$ cat src/verilog/pmt_pkg.sv
// package: constants and carrier types for the bus target interface
package pmt_pkg;
  // ---------------------------------------------------------------
  // timing
  // ---------------------------------------------------------------
  localparam int unsigned REF_CLK_HZ = 25000000;
  localparam int unsigned TIMEOUT_MS = 35;
  localparam int unsigned IDLE_MS = 50;
  localparam int unsigned STRETCH_MS = 25;
  localparam int unsigned MIN_SCL_KHZ = 10;
  localparam int unsigned MAX_SCL_KHZ = 400;
  // longest times round down
  localparam int unsigned TIMEOUT_CYC = (REF_CLK_HZ / 1000) * TIMEOUT_MS;
  localparam int unsigned IDLE_CYC = (REF_CLK_HZ / 1000) * IDLE_MS;
  localparam int unsigned STRETCH_CYC = (REF_CLK_HZ / 1000) * STRETCH_MS;
  localparam int unsigned CNT_W = 24;
  // ---------------------------------------------------------------
  // protocol
  // ---------------------------------------------------------------
  localparam logic [6:0] ADDR_RESET = 7'h5A;
  // alert response address as it arrives, read bit included
  localparam logic [7:0] ARA_ADDR = 8'h19;
  localparam int unsigned BIT_CNT_RESET = 0;

  typedef enum logic [1:0] {
    PMT_EV_NONE,
    PMT_EV_CMD,
    PMT_EV_DATA,
    PMT_EV_STOP
  } pmt_ev_e;

  typedef struct packed {
    logic valid;
    logic first;
    logic [7:0] data;
  } pmt_byte_s;

  typedef struct packed {
    logic scl_in;
    logic sda_in;
  } pmt_line_s;
endpackage : pmt_pkg

$ cat src/verilog/pmt_target.sv
// serial bus target front end with timeout, idle reset and stretch limit
`timescale 1ns/1ns
`default_nettype none
// Summary of operation
// - target only; accepts transfers with serial clock 10 to 400 kHz.
// - clock line low over 35 ms: timeout, abandon current transfer.
// - both lines high over 50 ms: reset any transaction in progress.
// - idle reset only while the timeout disable bit is cleared.
// - total clock stretching per message stays within 25 ms.
// - bytes are handed to the command layer in PMBus 1.1 order.
// - manufacturer commands pass through the same byte path.
// - SMBus 1.1 behaviour including an ALERT output and response.
module pmt_target
  import pmt_pkg::*;
#(
  parameter int unsigned TIMEOUT_CYCLES = pmt_pkg::TIMEOUT_CYC,
  parameter int unsigned IDLE_CYCLES = pmt_pkg::IDLE_CYC,
  parameter int unsigned STRETCH_CYCLES = pmt_pkg::STRETCH_CYC
) (
  input wire logic ref_clk,
  input wire logic rst,
  input wire logic clk_en,
  input wire logic serial_clock_line,
  input wire logic serial_data_line_in,
  output logic serial_data_line_out,
  output logic serial_data_line_oe,
  output logic serial_clock_line_out,
  output logic serial_clock_line_oe,
  output logic alert_n_out,
  output logic alert_n_oe,
  input wire logic [6:0] own_addr,
  input wire logic smbus_timeout_disable_bit,
  input wire logic alert_req,
  input wire logic hold_req,
  input wire logic [7:0] tx_data,
  output pmt_pkg::pmt_byte_s rx_byte,
  output logic rx_read,
  output logic bus_stop,
  output logic timeout_evt,
  output logic idle_reset_evt
);
  import pmt_pkg::*;

  // ---------------------------------------------------------------
  // pin synchronisers
  // ---------------------------------------------------------------
  logic [1:0] pins_s;
  pmt_sync #(.WIDTH(2)) u_sync (
    .clk(ref_clk),
    .rst(rst),
    .ce(clk_en),
    .d({serial_clock_line, serial_data_line_in}),
    .q(pins_s)
  );

  wire scl = pins_s[1];
  wire sda = pins_s[0];
  logic scl_d_reg;
  logic sda_d_reg;

  always_ff @(posedge ref_clk or posedge rst) begin
    if (rst) begin
      scl_d_reg <= 1'b1;
      sda_d_reg <= 1'b1;
    end else if (clk_en) begin
      scl_d_reg <= scl;
      sda_d_reg <= sda;
    end
  end

  wire scl_rise = scl & ~scl_d_reg;
  wire scl_fall = ~scl & scl_d_reg;
  wire start_det = scl & scl_d_reg & sda_d_reg & ~sda;
  wire stop_det = scl & scl_d_reg & ~sda_d_reg & sda;

  // ---------------------------------------------------------------
  // timers
  // ---------------------------------------------------------------
  logic [CNT_W-1:0] low_cnt_reg;
  logic [CNT_W-1:0] idle_cnt_reg;
  logic [CNT_W-1:0] str_cnt_reg;
  logic stretching;
  logic in_msg_reg;

  wire timeout_hit = (low_cnt_reg == CNT_W'(TIMEOUT_CYCLES));
  wire idle_hit = (idle_cnt_reg == CNT_W'(IDLE_CYCLES));
  // disable bit gates the idle reset
  wire idle_abort = idle_hit & ~smbus_timeout_disable_bit & in_msg_reg;
  wire str_spent = (str_cnt_reg >= CNT_W'(STRETCH_CYCLES));
  wire abort = timeout_hit | idle_abort;

  always_ff @(posedge ref_clk or posedge rst) begin
    if (rst) begin
      low_cnt_reg <= '0;
      idle_cnt_reg <= '0;
      str_cnt_reg <= '0;
    end else if (clk_en) begin
      if (scl || timeout_hit) low_cnt_reg <= '0;
      else low_cnt_reg <= low_cnt_reg + 1'b1;
      if (!(scl && sda) || idle_hit) idle_cnt_reg <= '0;
      else idle_cnt_reg <= idle_cnt_reg + 1'b1;
      if (start_det && !in_msg_reg) str_cnt_reg <= '0;
      else if (stretching && !str_spent) str_cnt_reg <= str_cnt_reg + 1'b1;
    end
  end

  // ---------------------------------------------------------------
  // byte engine
  // ---------------------------------------------------------------
  typedef enum logic [2:0] {
    PMT_IDLE,
    PMT_ADDR,
    PMT_ACK,
    PMT_RX,
    PMT_TX,
    PMT_TXACK,
    PMT_SKIP
  } pmt_state_e;

  pmt_state_e st_reg;
  pmt_state_e st_next;
  logic [7:0] sh_reg;
  logic [3:0] bit_reg;
  logic rd_reg;
  logic first_reg;
  logic ara_reg;
  logic sda_drv_reg;

  wire addr_match = (sh_reg[7:1] == own_addr);
  // alert response address answers with own address
  wire ara_match = (sh_reg == ARA_ADDR) & alert_req;
  wire bit_done = (bit_reg == 4'h8);
  assign stretching = hold_req & ~scl & (st_reg == PMT_ACK) & ~str_spent;

  always_comb begin
    st_next = st_reg;
    case (st_reg)
      PMT_IDLE: st_next = PMT_IDLE;
      PMT_ADDR: begin
        if (scl_fall && bit_done) begin
          st_next = (addr_match || ara_match) ? PMT_ACK : PMT_SKIP;
        end
      end
      PMT_ACK: begin
        // leave on the host's fall; waiting here would lose a bit
        if (scl_fall) begin
          st_next = rd_reg ? PMT_TX : PMT_RX;
        end
      end
      PMT_RX: if (scl_fall && bit_done) st_next = PMT_ACK;
      PMT_TX: if (scl_fall && bit_done) st_next = PMT_TXACK;
      PMT_TXACK: if (scl_rise) st_next = sda ? PMT_SKIP : PMT_TX;
      PMT_SKIP: st_next = PMT_SKIP;
      default: st_next = PMT_IDLE;
    endcase
    // abort and stop return to idle
    if (abort || stop_det) st_next = PMT_IDLE;
    // target only: every transfer opens with host start
    if (start_det && !abort) st_next = PMT_ADDR;
  end

  always_ff @(posedge ref_clk or posedge rst) begin
    if (rst) begin
      st_reg <= PMT_IDLE;
    end else if (clk_en) begin
      st_reg <= st_next;
    end
  end

  always_ff @(posedge ref_clk or posedge rst) begin
    if (rst) begin
      sh_reg <= 8'h00;
      bit_reg <= 4'h0;
      rd_reg <= 1'b0;
      first_reg <= 1'b0;
      ara_reg <= 1'b0;
    end else if (clk_en) begin
      if (start_det || st_next == PMT_ACK || st_next == PMT_TXACK) begin
        bit_reg <= 4'h0;
      end else if (scl_rise && (st_reg == PMT_ADDR || st_reg == PMT_RX)) begin
        sh_reg <= {sh_reg[6:0], sda};
        bit_reg <= bit_reg + 1'b1;
      end else if (scl_rise && st_reg == PMT_TX) begin
        bit_reg <= bit_reg + 1'b1;
      end
      if (st_reg == PMT_ADDR && st_next == PMT_ACK) begin
        rd_reg <= sh_reg[0] | ara_match;
        ara_reg <= ara_match;
        first_reg <= ~sh_reg[0];
      end else if (st_reg == PMT_RX && st_next == PMT_ACK) begin
        first_reg <= 1'b0;
      end
    end
  end

  // ---------------------------------------------------------------
  // line drive
  // ---------------------------------------------------------------
  logic [7:0] txs_reg;
  wire [7:0] tx_src = ara_reg ? {own_addr, 1'b0} : tx_data;

  always_ff @(posedge ref_clk or posedge rst) begin
    if (rst) begin
      sda_drv_reg <= 1'b0;
      txs_reg <= 8'h00;
    end else if (clk_en) begin
      if (st_next == PMT_IDLE || st_next == PMT_SKIP) begin
        sda_drv_reg <= 1'b0;
      end else if (st_next == PMT_ACK && st_reg != PMT_ACK) begin
        sda_drv_reg <= 1'b1;
      end else if (st_reg == PMT_ACK && st_next == PMT_TX) begin
        txs_reg <= {tx_src[6:0], 1'b0};
        sda_drv_reg <= ~tx_src[7];
      end else if (st_reg == PMT_TX && scl_fall) begin
        txs_reg <= {txs_reg[6:0], 1'b0};
        sda_drv_reg <= bit_done ? 1'b0 : ~txs_reg[7];
      end else if (st_reg == PMT_TXACK && st_next == PMT_TX) begin
        // next read byte loads whole, first bit goes out on the next fall
        txs_reg <= tx_src;
      end else if (st_reg == PMT_ACK && st_next == PMT_RX) begin
        sda_drv_reg <= 1'b0;
      end
    end
  end

  assign serial_data_line_out = 1'b0;
  assign serial_data_line_oe = sda_drv_reg;
  assign serial_clock_line_out = 1'b0;
  assign serial_clock_line_oe = stretching;
  // alert is open drain, low while requested
  assign alert_n_out = 1'b0;
  assign alert_n_oe = alert_req;

  // ---------------------------------------------------------------
  // outputs to command layer
  // ---------------------------------------------------------------
  always_ff @(posedge ref_clk or posedge rst) begin
    if (rst) begin
      rx_byte <= '0;
      rx_read <= 1'b0;
      bus_stop <= 1'b0;
      timeout_evt <= 1'b0;
      idle_reset_evt <= 1'b0;
      in_msg_reg <= 1'b0;
    end else if (clk_en) begin
      // every command byte passes, standard or not
      rx_byte.valid <= (st_reg == PMT_RX) & (st_next == PMT_ACK);
      rx_byte.first <= first_reg;
      if (st_reg == PMT_RX && st_next == PMT_ACK) rx_byte.data <= sh_reg;
      rx_read <= (st_next == PMT_TX) &
                 ((st_reg == PMT_ACK) | (st_reg == PMT_TXACK));
      bus_stop <= stop_det & in_msg_reg;
      timeout_evt <= timeout_hit;
      idle_reset_evt <= idle_abort;
      if (stop_det || abort) in_msg_reg <= 1'b0;
      else if (start_det) in_msg_reg <= 1'b1;
    end
  end

  // ---------------------------------------------------------------
  // checks
  // ---------------------------------------------------------------
  timeout_release_a: assert property (
    @(posedge ref_clk) disable iff (rst)
    timeout_hit && clk_en |=> st_reg == PMT_IDLE)
    else $error("transfer kept after clock low timeout");

  idle_gate_a: assert property (
    @(posedge ref_clk) disable iff (rst)
    idle_reset_evt |-> !$past(smbus_timeout_disable_bit))
    else $error("idle reset while disable bit set");

  idle_reset_a: assert property (
    @(posedge ref_clk) disable iff (rst)
    idle_abort && clk_en |=> !in_msg_reg)
    else $error("transaction survived idle reset");

  stretch_cap_a: assert property (
    @(posedge ref_clk) disable iff (rst)
    serial_clock_line_oe |-> str_cnt_reg < CNT_W'(STRETCH_CYCLES))
    else $error("stretch budget exceeded");

  abort_free_a: assert property (
    @(posedge ref_clk) disable iff (rst)
    abort && !start_det && clk_en |=> !serial_data_line_oe)
    else $error("data line held after abort");

  alert_pin_a: assert property (
    @(posedge ref_clk) disable iff (rst)
    alert_n_oe == alert_req)
    else $error("alert pin not following request");

  addr_ack_a: assert property (
    @(posedge ref_clk) disable iff (rst)
    clk_en && st_reg == PMT_ADDR && st_next == PMT_ACK |=> serial_data_line_oe)
    else $error("matching address not acknowledged");

  ara_reply_a: assert property (
    @(posedge ref_clk) disable iff (rst)
    clk_en && st_reg == PMT_ADDR && st_next == PMT_ACK && ara_match
    |=> rd_reg && ara_reg)
    else $error("alert response address not answered");
endmodule // pmt_target
`default_nettype wire

$ cat src/verilog/pmt_sync.sv
// two-flop synchroniser for a group of level signals
`timescale 1ns/1ns
`default_nettype none
module pmt_sync #(
  parameter int WIDTH = 2
) (
  input wire logic clk,
  input wire logic rst,
  input wire logic ce,
  input wire logic [WIDTH-1:0] d,
  output logic [WIDTH-1:0] q
);
  logic [WIDTH-1:0] meta_reg;

  always_ff @(posedge clk or posedge rst) begin
    if (rst) begin
      meta_reg <= {WIDTH{1'b1}};
      q <= {WIDTH{1'b1}};
    end else if (ce) begin
      meta_reg <= d;
      q <= meta_reg;
    end
  end
endmodule // pmt_sync
`default_nettype wire

$ cat config.mk
export PLATFORM = sky130hd
export DESIGN_NAME = pmt_target
export DESIGN_NICKNAME = d
export VERILOG_FILES = /design/src/verilog/pmt_pkg.sv /design/src/verilog/pmt_target.sv /design/src/verilog/pmt_sync.sv
export SDC_FILE = /design/constraint.sdc
export NUM_CORES = 1
export LEC_CHECK = 0
export ABC_CLOCK_PERIOD_IN_PS = 4500
export BUFFER_PORTS_ARGS = -buffer_cell sky130_fd_sc_hd__buf_4
export CORE_UTILIZATION = 40
export DETAILED_ROUTE_END_ITERATION = 7
export MAX_ROUTING_LAYER = met4
export PLACE_DENSITY = 0.59
export SKIP_CTS_REPAIR_TIMING = 1
export SLEW_MARGIN = 20
export SYNTH_ARGS = -nofsm -noshare
export SYNTH_HDL_FRONTEND = slang
export SYNTH_SLANG_ARGS = --single-unit
$ cat constraint.sdc
create_clock -name ref_clk -period 4.5 [get_ports ref_clk]
set_input_delay 0.225 -clock ref_clk [delete_from_list [all_inputs] [get_ports ref_clk]]
set_output_delay 0.225 -clock ref_clk [all_outputs]
set_load 0.1 [all_outputs]
-- Yosys cells after proc, flatten, opt, wreduce, memory -nomap -nowiden
Index checks and enable logic that the tools add are counted.
- register bits after elaboration: 120
- logic and storage cells: 152
- bits of input ports: 23
- order comparisons: 1
- bitwise logic cells: 31
- mux-type cells: 33
- add/subtract/negate cells: 4
- reductions and logical operators: 42
- equality and inequality tests: 18
- operator list (operator ; count):
    two-way mux 24 bit ; 4
    adder 24 x 1 -> 24 bit, second input constant ; 3
    two-way mux 8 bit ; 4
    two-way mux 3 bit ; 9
    equality test 24 x 20 -> 1 bit, second input constant ; 1
    equality test 24 x 21 -> 1 bit, second input constant ; 1
    greater-or-equal comparator 24 x 20 -> 1 bit, second input constant ; 1
    equality test 3 bit, second input constant ; 6
    case mux 3 bit (6 select lines) ; 1
    bitwise AND 1 bit ; 16
    logical AND 1 bit ; 14
    equality test 3 x 2 -> 1 bit, second input constant ; 4
    two-way mux 4 bit ; 3
    inverter 1 bit ; 12
    AND reduction 2 bit ; 6
    two-way mux 1 bit ; 11
    equality test 8 x 5 -> 1 bit, second input constant ; 1
    logical OR 1 bit ; 8
    equality test 7 bit ; 1
    AND reduction 3 bit ; 2
    nonzero test 2 bit ; 3
    nonzero test 3 bit ; 2
    != test 5 bit, second input constant ; 1
    nonzero test 5 bit ; 1
    9 further kinds ; 14

-- Longest topological paths before layout
- depth after elaboration: 16
- depth in mapped cells: 10
- depth with buffers taken out: 9

-- Hierarchy
A second synthesis with hierarchy kept.
- cell total of the unflattened synthesis: 645
- area, all modules: 6495.0 µm²
- modules (own cells, without submodules) (module ; seq. area each (µm²) ; area each (µm²) ; instances ; cells an instance):
    pmt_target ; 2905.3 ; 6341.1 ; 1 ; 636
    pmt_sync ; 105.1 ; 153.9 ; 1 ; 9

-- Least setup slack after synthesis
Ideal clock, no wire load.
- kind: register to register
- start: reg idle_cnt_reg[3]
- end: reg txs_reg[0]
- library setup time: 125 ps
- setup slack: 1936 ps
- data required time: 4375 ps
- data arrival time: 2439 ps
- stages on the path, launching flop included: 9
- cell sequence: dfrtp_1 > or4b_1 > or3_4 > nor4b_4 > or3_1 > buf_6 > nor3_2 > o2111ai_4 > mux2_2
- longest elaborated chain between the ends: 11
- elaborated cells on any way between the ends: 22
- ends and longest elaborated chain (what ; line ; RTL):
    from (decl) ; pmt_target.sv:80 ; logic [CNT_W-1:0] idle_cnt_reg;
    from (signal assigned) ; pmt_target.sv:101 ; else idle_cnt_reg <= idle_cnt_reg + 1'b1;
    equality test 24 x 21 -> 1 bit * ; pmt_target.sv:86 ; wire idle_hit = (idle_cnt_reg == CNT_W'(IDLE_CYCLES));
    bitwise AND 1 bit * (2 in series) ; pmt_target.sv:88 ; wire idle_abort = idle_hit & ~smbus_timeout_disable_bit & in_msg_reg;
    bitwise OR 1 bit * ; pmt_target.sv:90 ; wire abort = timeout_hit | idle_abort;
    logical OR 1 bit or logical NOT 1 bit (tied branches) ; pmt_target.sv:157, pmt_target.sv:159 ;
    two-way mux 3 bit or logical AND 1 bit (tied branches) ; pmt_target.sv:157, pmt_target.sv:159 ;
    two-way mux 3 bit * ; pmt_target.sv:159 ; if (start_det && !abort) st_next = PMT_ADDR;
    equality test 3 bit (tied with other cells) ; pmt_target.sv:211, pmt_target.sv:217 ;
    logical AND 1 bit (tied with other cells) ; pmt_target.sv:211 ; end else if (st_reg == PMT_ACK && st_next == PMT_TX) begin
    nonzero test 3 bit (no line) or inverter 1 bit (tied branches) ; -- ;
    AND reduction 4 bit (no line) ; -- ;
    to (signal assigned) ; pmt_target.sv:212 ; txs_reg <= {tx_src[6:0], 1'b0};
    to (signal assigned) ; pmt_target.sv:215 ; txs_reg <= {txs_reg[6:0], 1'b0};
    to (signal assigned) ; pmt_target.sv:219 ; txs_reg <= tx_src;
    to (decl) ; pmt_target.sv:199 ; logic [7:0] txs_reg;
Every way passes the cells marked *; elsewhere a longest branch is shown, timed or not.
A chain may end at the register's enable or synchronous reset.

-- Worst setup path in the final report
- start: reg low_cnt_reg[0]
- end: reg txs_reg[6]
- longest elaborated chain between the ends: 9
- elaborated cells on any way between the ends: 20
- ends and longest elaborated chain (what ; line ; RTL):
    from (decl) ; pmt_target.sv:79 ; logic [CNT_W-1:0] low_cnt_reg;
    from (signal assigned) ; pmt_target.sv:99 ; else low_cnt_reg <= low_cnt_reg + 1'b1;
    equality test 24 x 20 -> 1 bit * ; pmt_target.sv:85 ; wire timeout_hit = (low_cnt_reg == CNT_W'(TIMEOUT_CYCLES));
    bitwise OR 1 bit * ; pmt_target.sv:90 ;
    logical OR 1 bit or logical NOT 1 bit (tied branches) ; pmt_target.sv:157, pmt_target.sv:159 ;
    two-way mux 3 bit or logical AND 1 bit (tied branches) ; pmt_target.sv:157, pmt_target.sv:159 ;
    two-way mux 3 bit * ; pmt_target.sv:159 ;
    equality test 3 bit (tied with other cells) ; pmt_target.sv:211, pmt_target.sv:217 ;
    logical AND 1 bit (tied with other cells) ; pmt_target.sv:211 ;
    nonzero test 3 bit (no line) or inverter 1 bit (tied branches) ; -- ;
    AND reduction 4 bit (no line) ; -- ;
Marked as above.

==> results.json <==
{
  "status": "finished clean",
  "drive_above_1_share_pct": 18.96,
  "critPathSlowestCell": "nor4_1",
  "synth_top_cell_by_area": "dfrtp_1",
  "rsz0062_at_grt": "false",
  "critPathMaxStageDelay_ns": 0.68,
  "cp_top_family": "simple AND/OR/NAND/NOR gates",
  "finalHoldViolCount": 0,
  "grt_overflow": 0,
  "r2r_cells": 9,
  "ioPinCount": 43,
  "dpl_worst_slack_ns": 1.369,
  "grt_pass1_vias": 4820,
  "cp_data_arrival_time_ns": 3.39,
  "worst-path-buf-inv": 1,
  "io_buffers": 39,
  "cts-buffers-inserted": 17,
  "ys_ff_latch": 120,
  "dpl_cell_area_um2": 6907,
  "cts_tree": "done",
  "holdWs_ns": 0.02985,
  "critPathMaxFanout": 9,
  "grt_max_degree": 78,
  "dr.pass1.iters": 4,
  "crit_path_end_kind": "flop",
  "setup_viol": 0,
  "clock_skew_ns": 0.008157,
  "finalWorstSetupSlack_ns": 1.400,
  "die-area_um2": 16600,
  "drt_iter0_drc": 250,
  "drcViolationCount": 0,
  "drt_wl_total_um": 13530,
  "utilization_pct": 47.76,
  "area_delta_synth_final_pct": 17.01,
  "antenna_found_initial": 0,
  "cts_buffer_depth": 2,
  "synth_ff_type": "dfrtp_1",
  "cp.depth": 9,
  "yosysSeqAreaShare_pct": 46.76,
  "synthTopCellsByArea": "dfrtp_1, mux2_2, nor2_1, xnor2_1, xor2_1",
  "grt_pass1_wl_um": 23100,
  "max_slew_margin_pct": 32.73,
  "synth_cell_types": 65,
  "dr_total_vias": 4849,
  "antenna_cells": 0,
  "gp_congestion": 0.8673,
  "synthArstFlopShare_pct": 100.0,
  "power_leakage_nw": 3.400,
  "syn_inst": 642,
  "nNetsFinal": 709,
  "wl_per_cell_um": 14.92,
  "core_um2": 15770,
  "worstMarginPinSlew_ns": 1.001,
  "rows": 46,
  "initial_core_util_pct": 40.82,
  "design_area_um2": 7532,
  "setup_tns_ns": 0,
  "hpwlAfterDp_um": 9225,
  "synth_warnings": 0,
  "ir_worst_vdd_mv": 0.2907,
  "via_per_inst": 5.346,
  "timing.fmax_ghz": 0.3225,
  "syn_area_per_cell_um2": 10.03,
  "fp.dieH_um": 128.9,
  "min_period_over_period_pct": 68.90,
  "cts-root-buf": "clkbuf_16",
  "cts_sinks": 120,
  "cts-htree-levels": 4,
  "fillers": 1499,
  "synth-edff-count": 0,
  "die_x_um": 128.9,
  "drtAntennaViolNets": 0,
  "fin_crit_ns": 3.100,
  "crit_chain": "inv_1 -> ha_1 -> nor4b_1 -> nand3_1 -> nor4_1 -> or3_1 -> nor3_2 -> o2111ai_4 -> mux2_2",
  "synth_top_area_share_pct": 44.31,
  "cp_data_required_time_ns": 4.79,
  "finalMaxSlewViolations": 0,
  "start_kind": "flop",
  "drv_cap": 0,
  "hold_path_class": "primary input to asynchronous set/reset pin",
  "clk_latency_ns": 0.41,
  "p_per_area_nw_per_um2": 432.6,
  "clk_pin_slew_worst_paths_ns": 0.06,
  "path_class": "flop to flop",
  "grtUsageTotal_pct": 18.26,
  "syn-cell-area_um2": 6437
}
[synthesized netlist by cell type, types with 8 or more instances]
| master | number |
|---|---|
| inv_1 | 22 |
| nor4b_1 | 10 |
| or3_1 | 12 |
| clkbuf_1 | 16 |
| xnor2_1 | 31 |
| mux2_2 | 38 |
| a21oi_1 | 19 |
| nand3_1 | 33 |
| and3_1 | 19 |
| xor2_1 | 24 |
| ha_1 | 8 |
| o21ai_0 | 26 |
| mux2i_1 | 16 |
| dfrtp_1 | 114 |
| nand2_1 | 43 |
| and2_1 | 8 |
| nor2_1 | 73 |
| nand4_1 | 15 |
| nor3_1 | 12 |
[stage by stage]
stage | cells | power [mW]
floorplan | 644 | 1.720
global placement | 875 | 1.826
detailed placement | 875 | 1.848
CTS | 907 | 3.295
global route | 907 | 3.417
finish | 907 | 3.258
[kinds of logic after synthesis]
| family | Yosys count | synth area share, % |
|---|---|---|
| XOR/XNOR | 55 | 7.483 |
| adder cells (fa/ha/maj) | 8 | 1.555 |
| buffers and inverters | 50 | 3.363 |
| flip-flops | 120 | 46.76 |
| AO/OA/AOI/OAI | 79 | 8.008 |
| multiplexers | 54 | 9.135 |
| other | 1 | 0.05825 |
| AND/OR/NAND/NOR | 275 | 23.63 |
[where the power goes]
group / leakage [nW] / total [mW] / internal [mW] / switching (mW)
registers: 1.62 / 1.32 / 1.20 / 0.126
clock network: 0.300 / 1.43 / 0.900 / 0.530
logic: 1.48 / 0.506 / 0.201 / 0.305
[worst register-to-register path: stages, from the launching register on]
cell and delay, ns:
dfrtp_1 0.39, inv_1 0.10, ha_1 0.14, nor4b_1 0.24, nand3_1 0.13, nor4_1 0.68
or3_1 0.43, nor3_2 0.12, o2111ai_4 0.37, mux2_2 0.39
[final timing paths]
kind / end / from / slack, ns
worst max-delay path: txs_reg[6] / low_cnt_reg[0] / 1.40
worst min-delay path: str_cnt_reg[4] / rst / 0.03
worst max register to register: txs_reg[6] / low_cnt_reg[0] / 1.40
worst min register to register: str_cnt_reg[21] / str_cnt_reg[21] / 0.49
max in group asynchronous: low_cnt_reg[23] / rst / 3.37
min in group ref_clk: u_sync.meta_reg[0] / serial_data_line_in / 0.05
[metal layers]
| layer | GRT usage (%) | vias to the layer above | wire length, µm |
|---|---|---|---|
| li1 | - | 2357 | - |
| met1 | 23.72 | 2427 | 6473 |
| met2 | 28.08 | 47 | 6502 |
| met3 | 3.576 | 18 | 325 |
| met4 | 7.128 | 0 | 229 |
| met5 | - | - | 0 |
[area by class of cell]
cell class	count	area (µm²)	share of cell area (%)
Clock buffer	18	439.2	5.831
Multi-Input combinational cell	474	3218	42.72
Clock inverter	14	186.4	2.475
Timing Repair Buffer	43	322.8	4.286
Sequential cell	120	3010	39.97
Tap cell	216	270.3	3.588
Inverter	22	85.08	1.130
[placed cells by master (no fill, tap or decap), types with 19 or more instances in the layout]
master   instances
dfrtp_1        114
nor2_1          73
nand2_1         43
buf_4           43
mux2_2          38
nand3_1         33
xnor2_1         31
o21ai_0         26
xor2_1          24
inv_1           21
a21oi_1         19
and3_1          19
No activity file was read; power rests on OpenSTA's default activity.
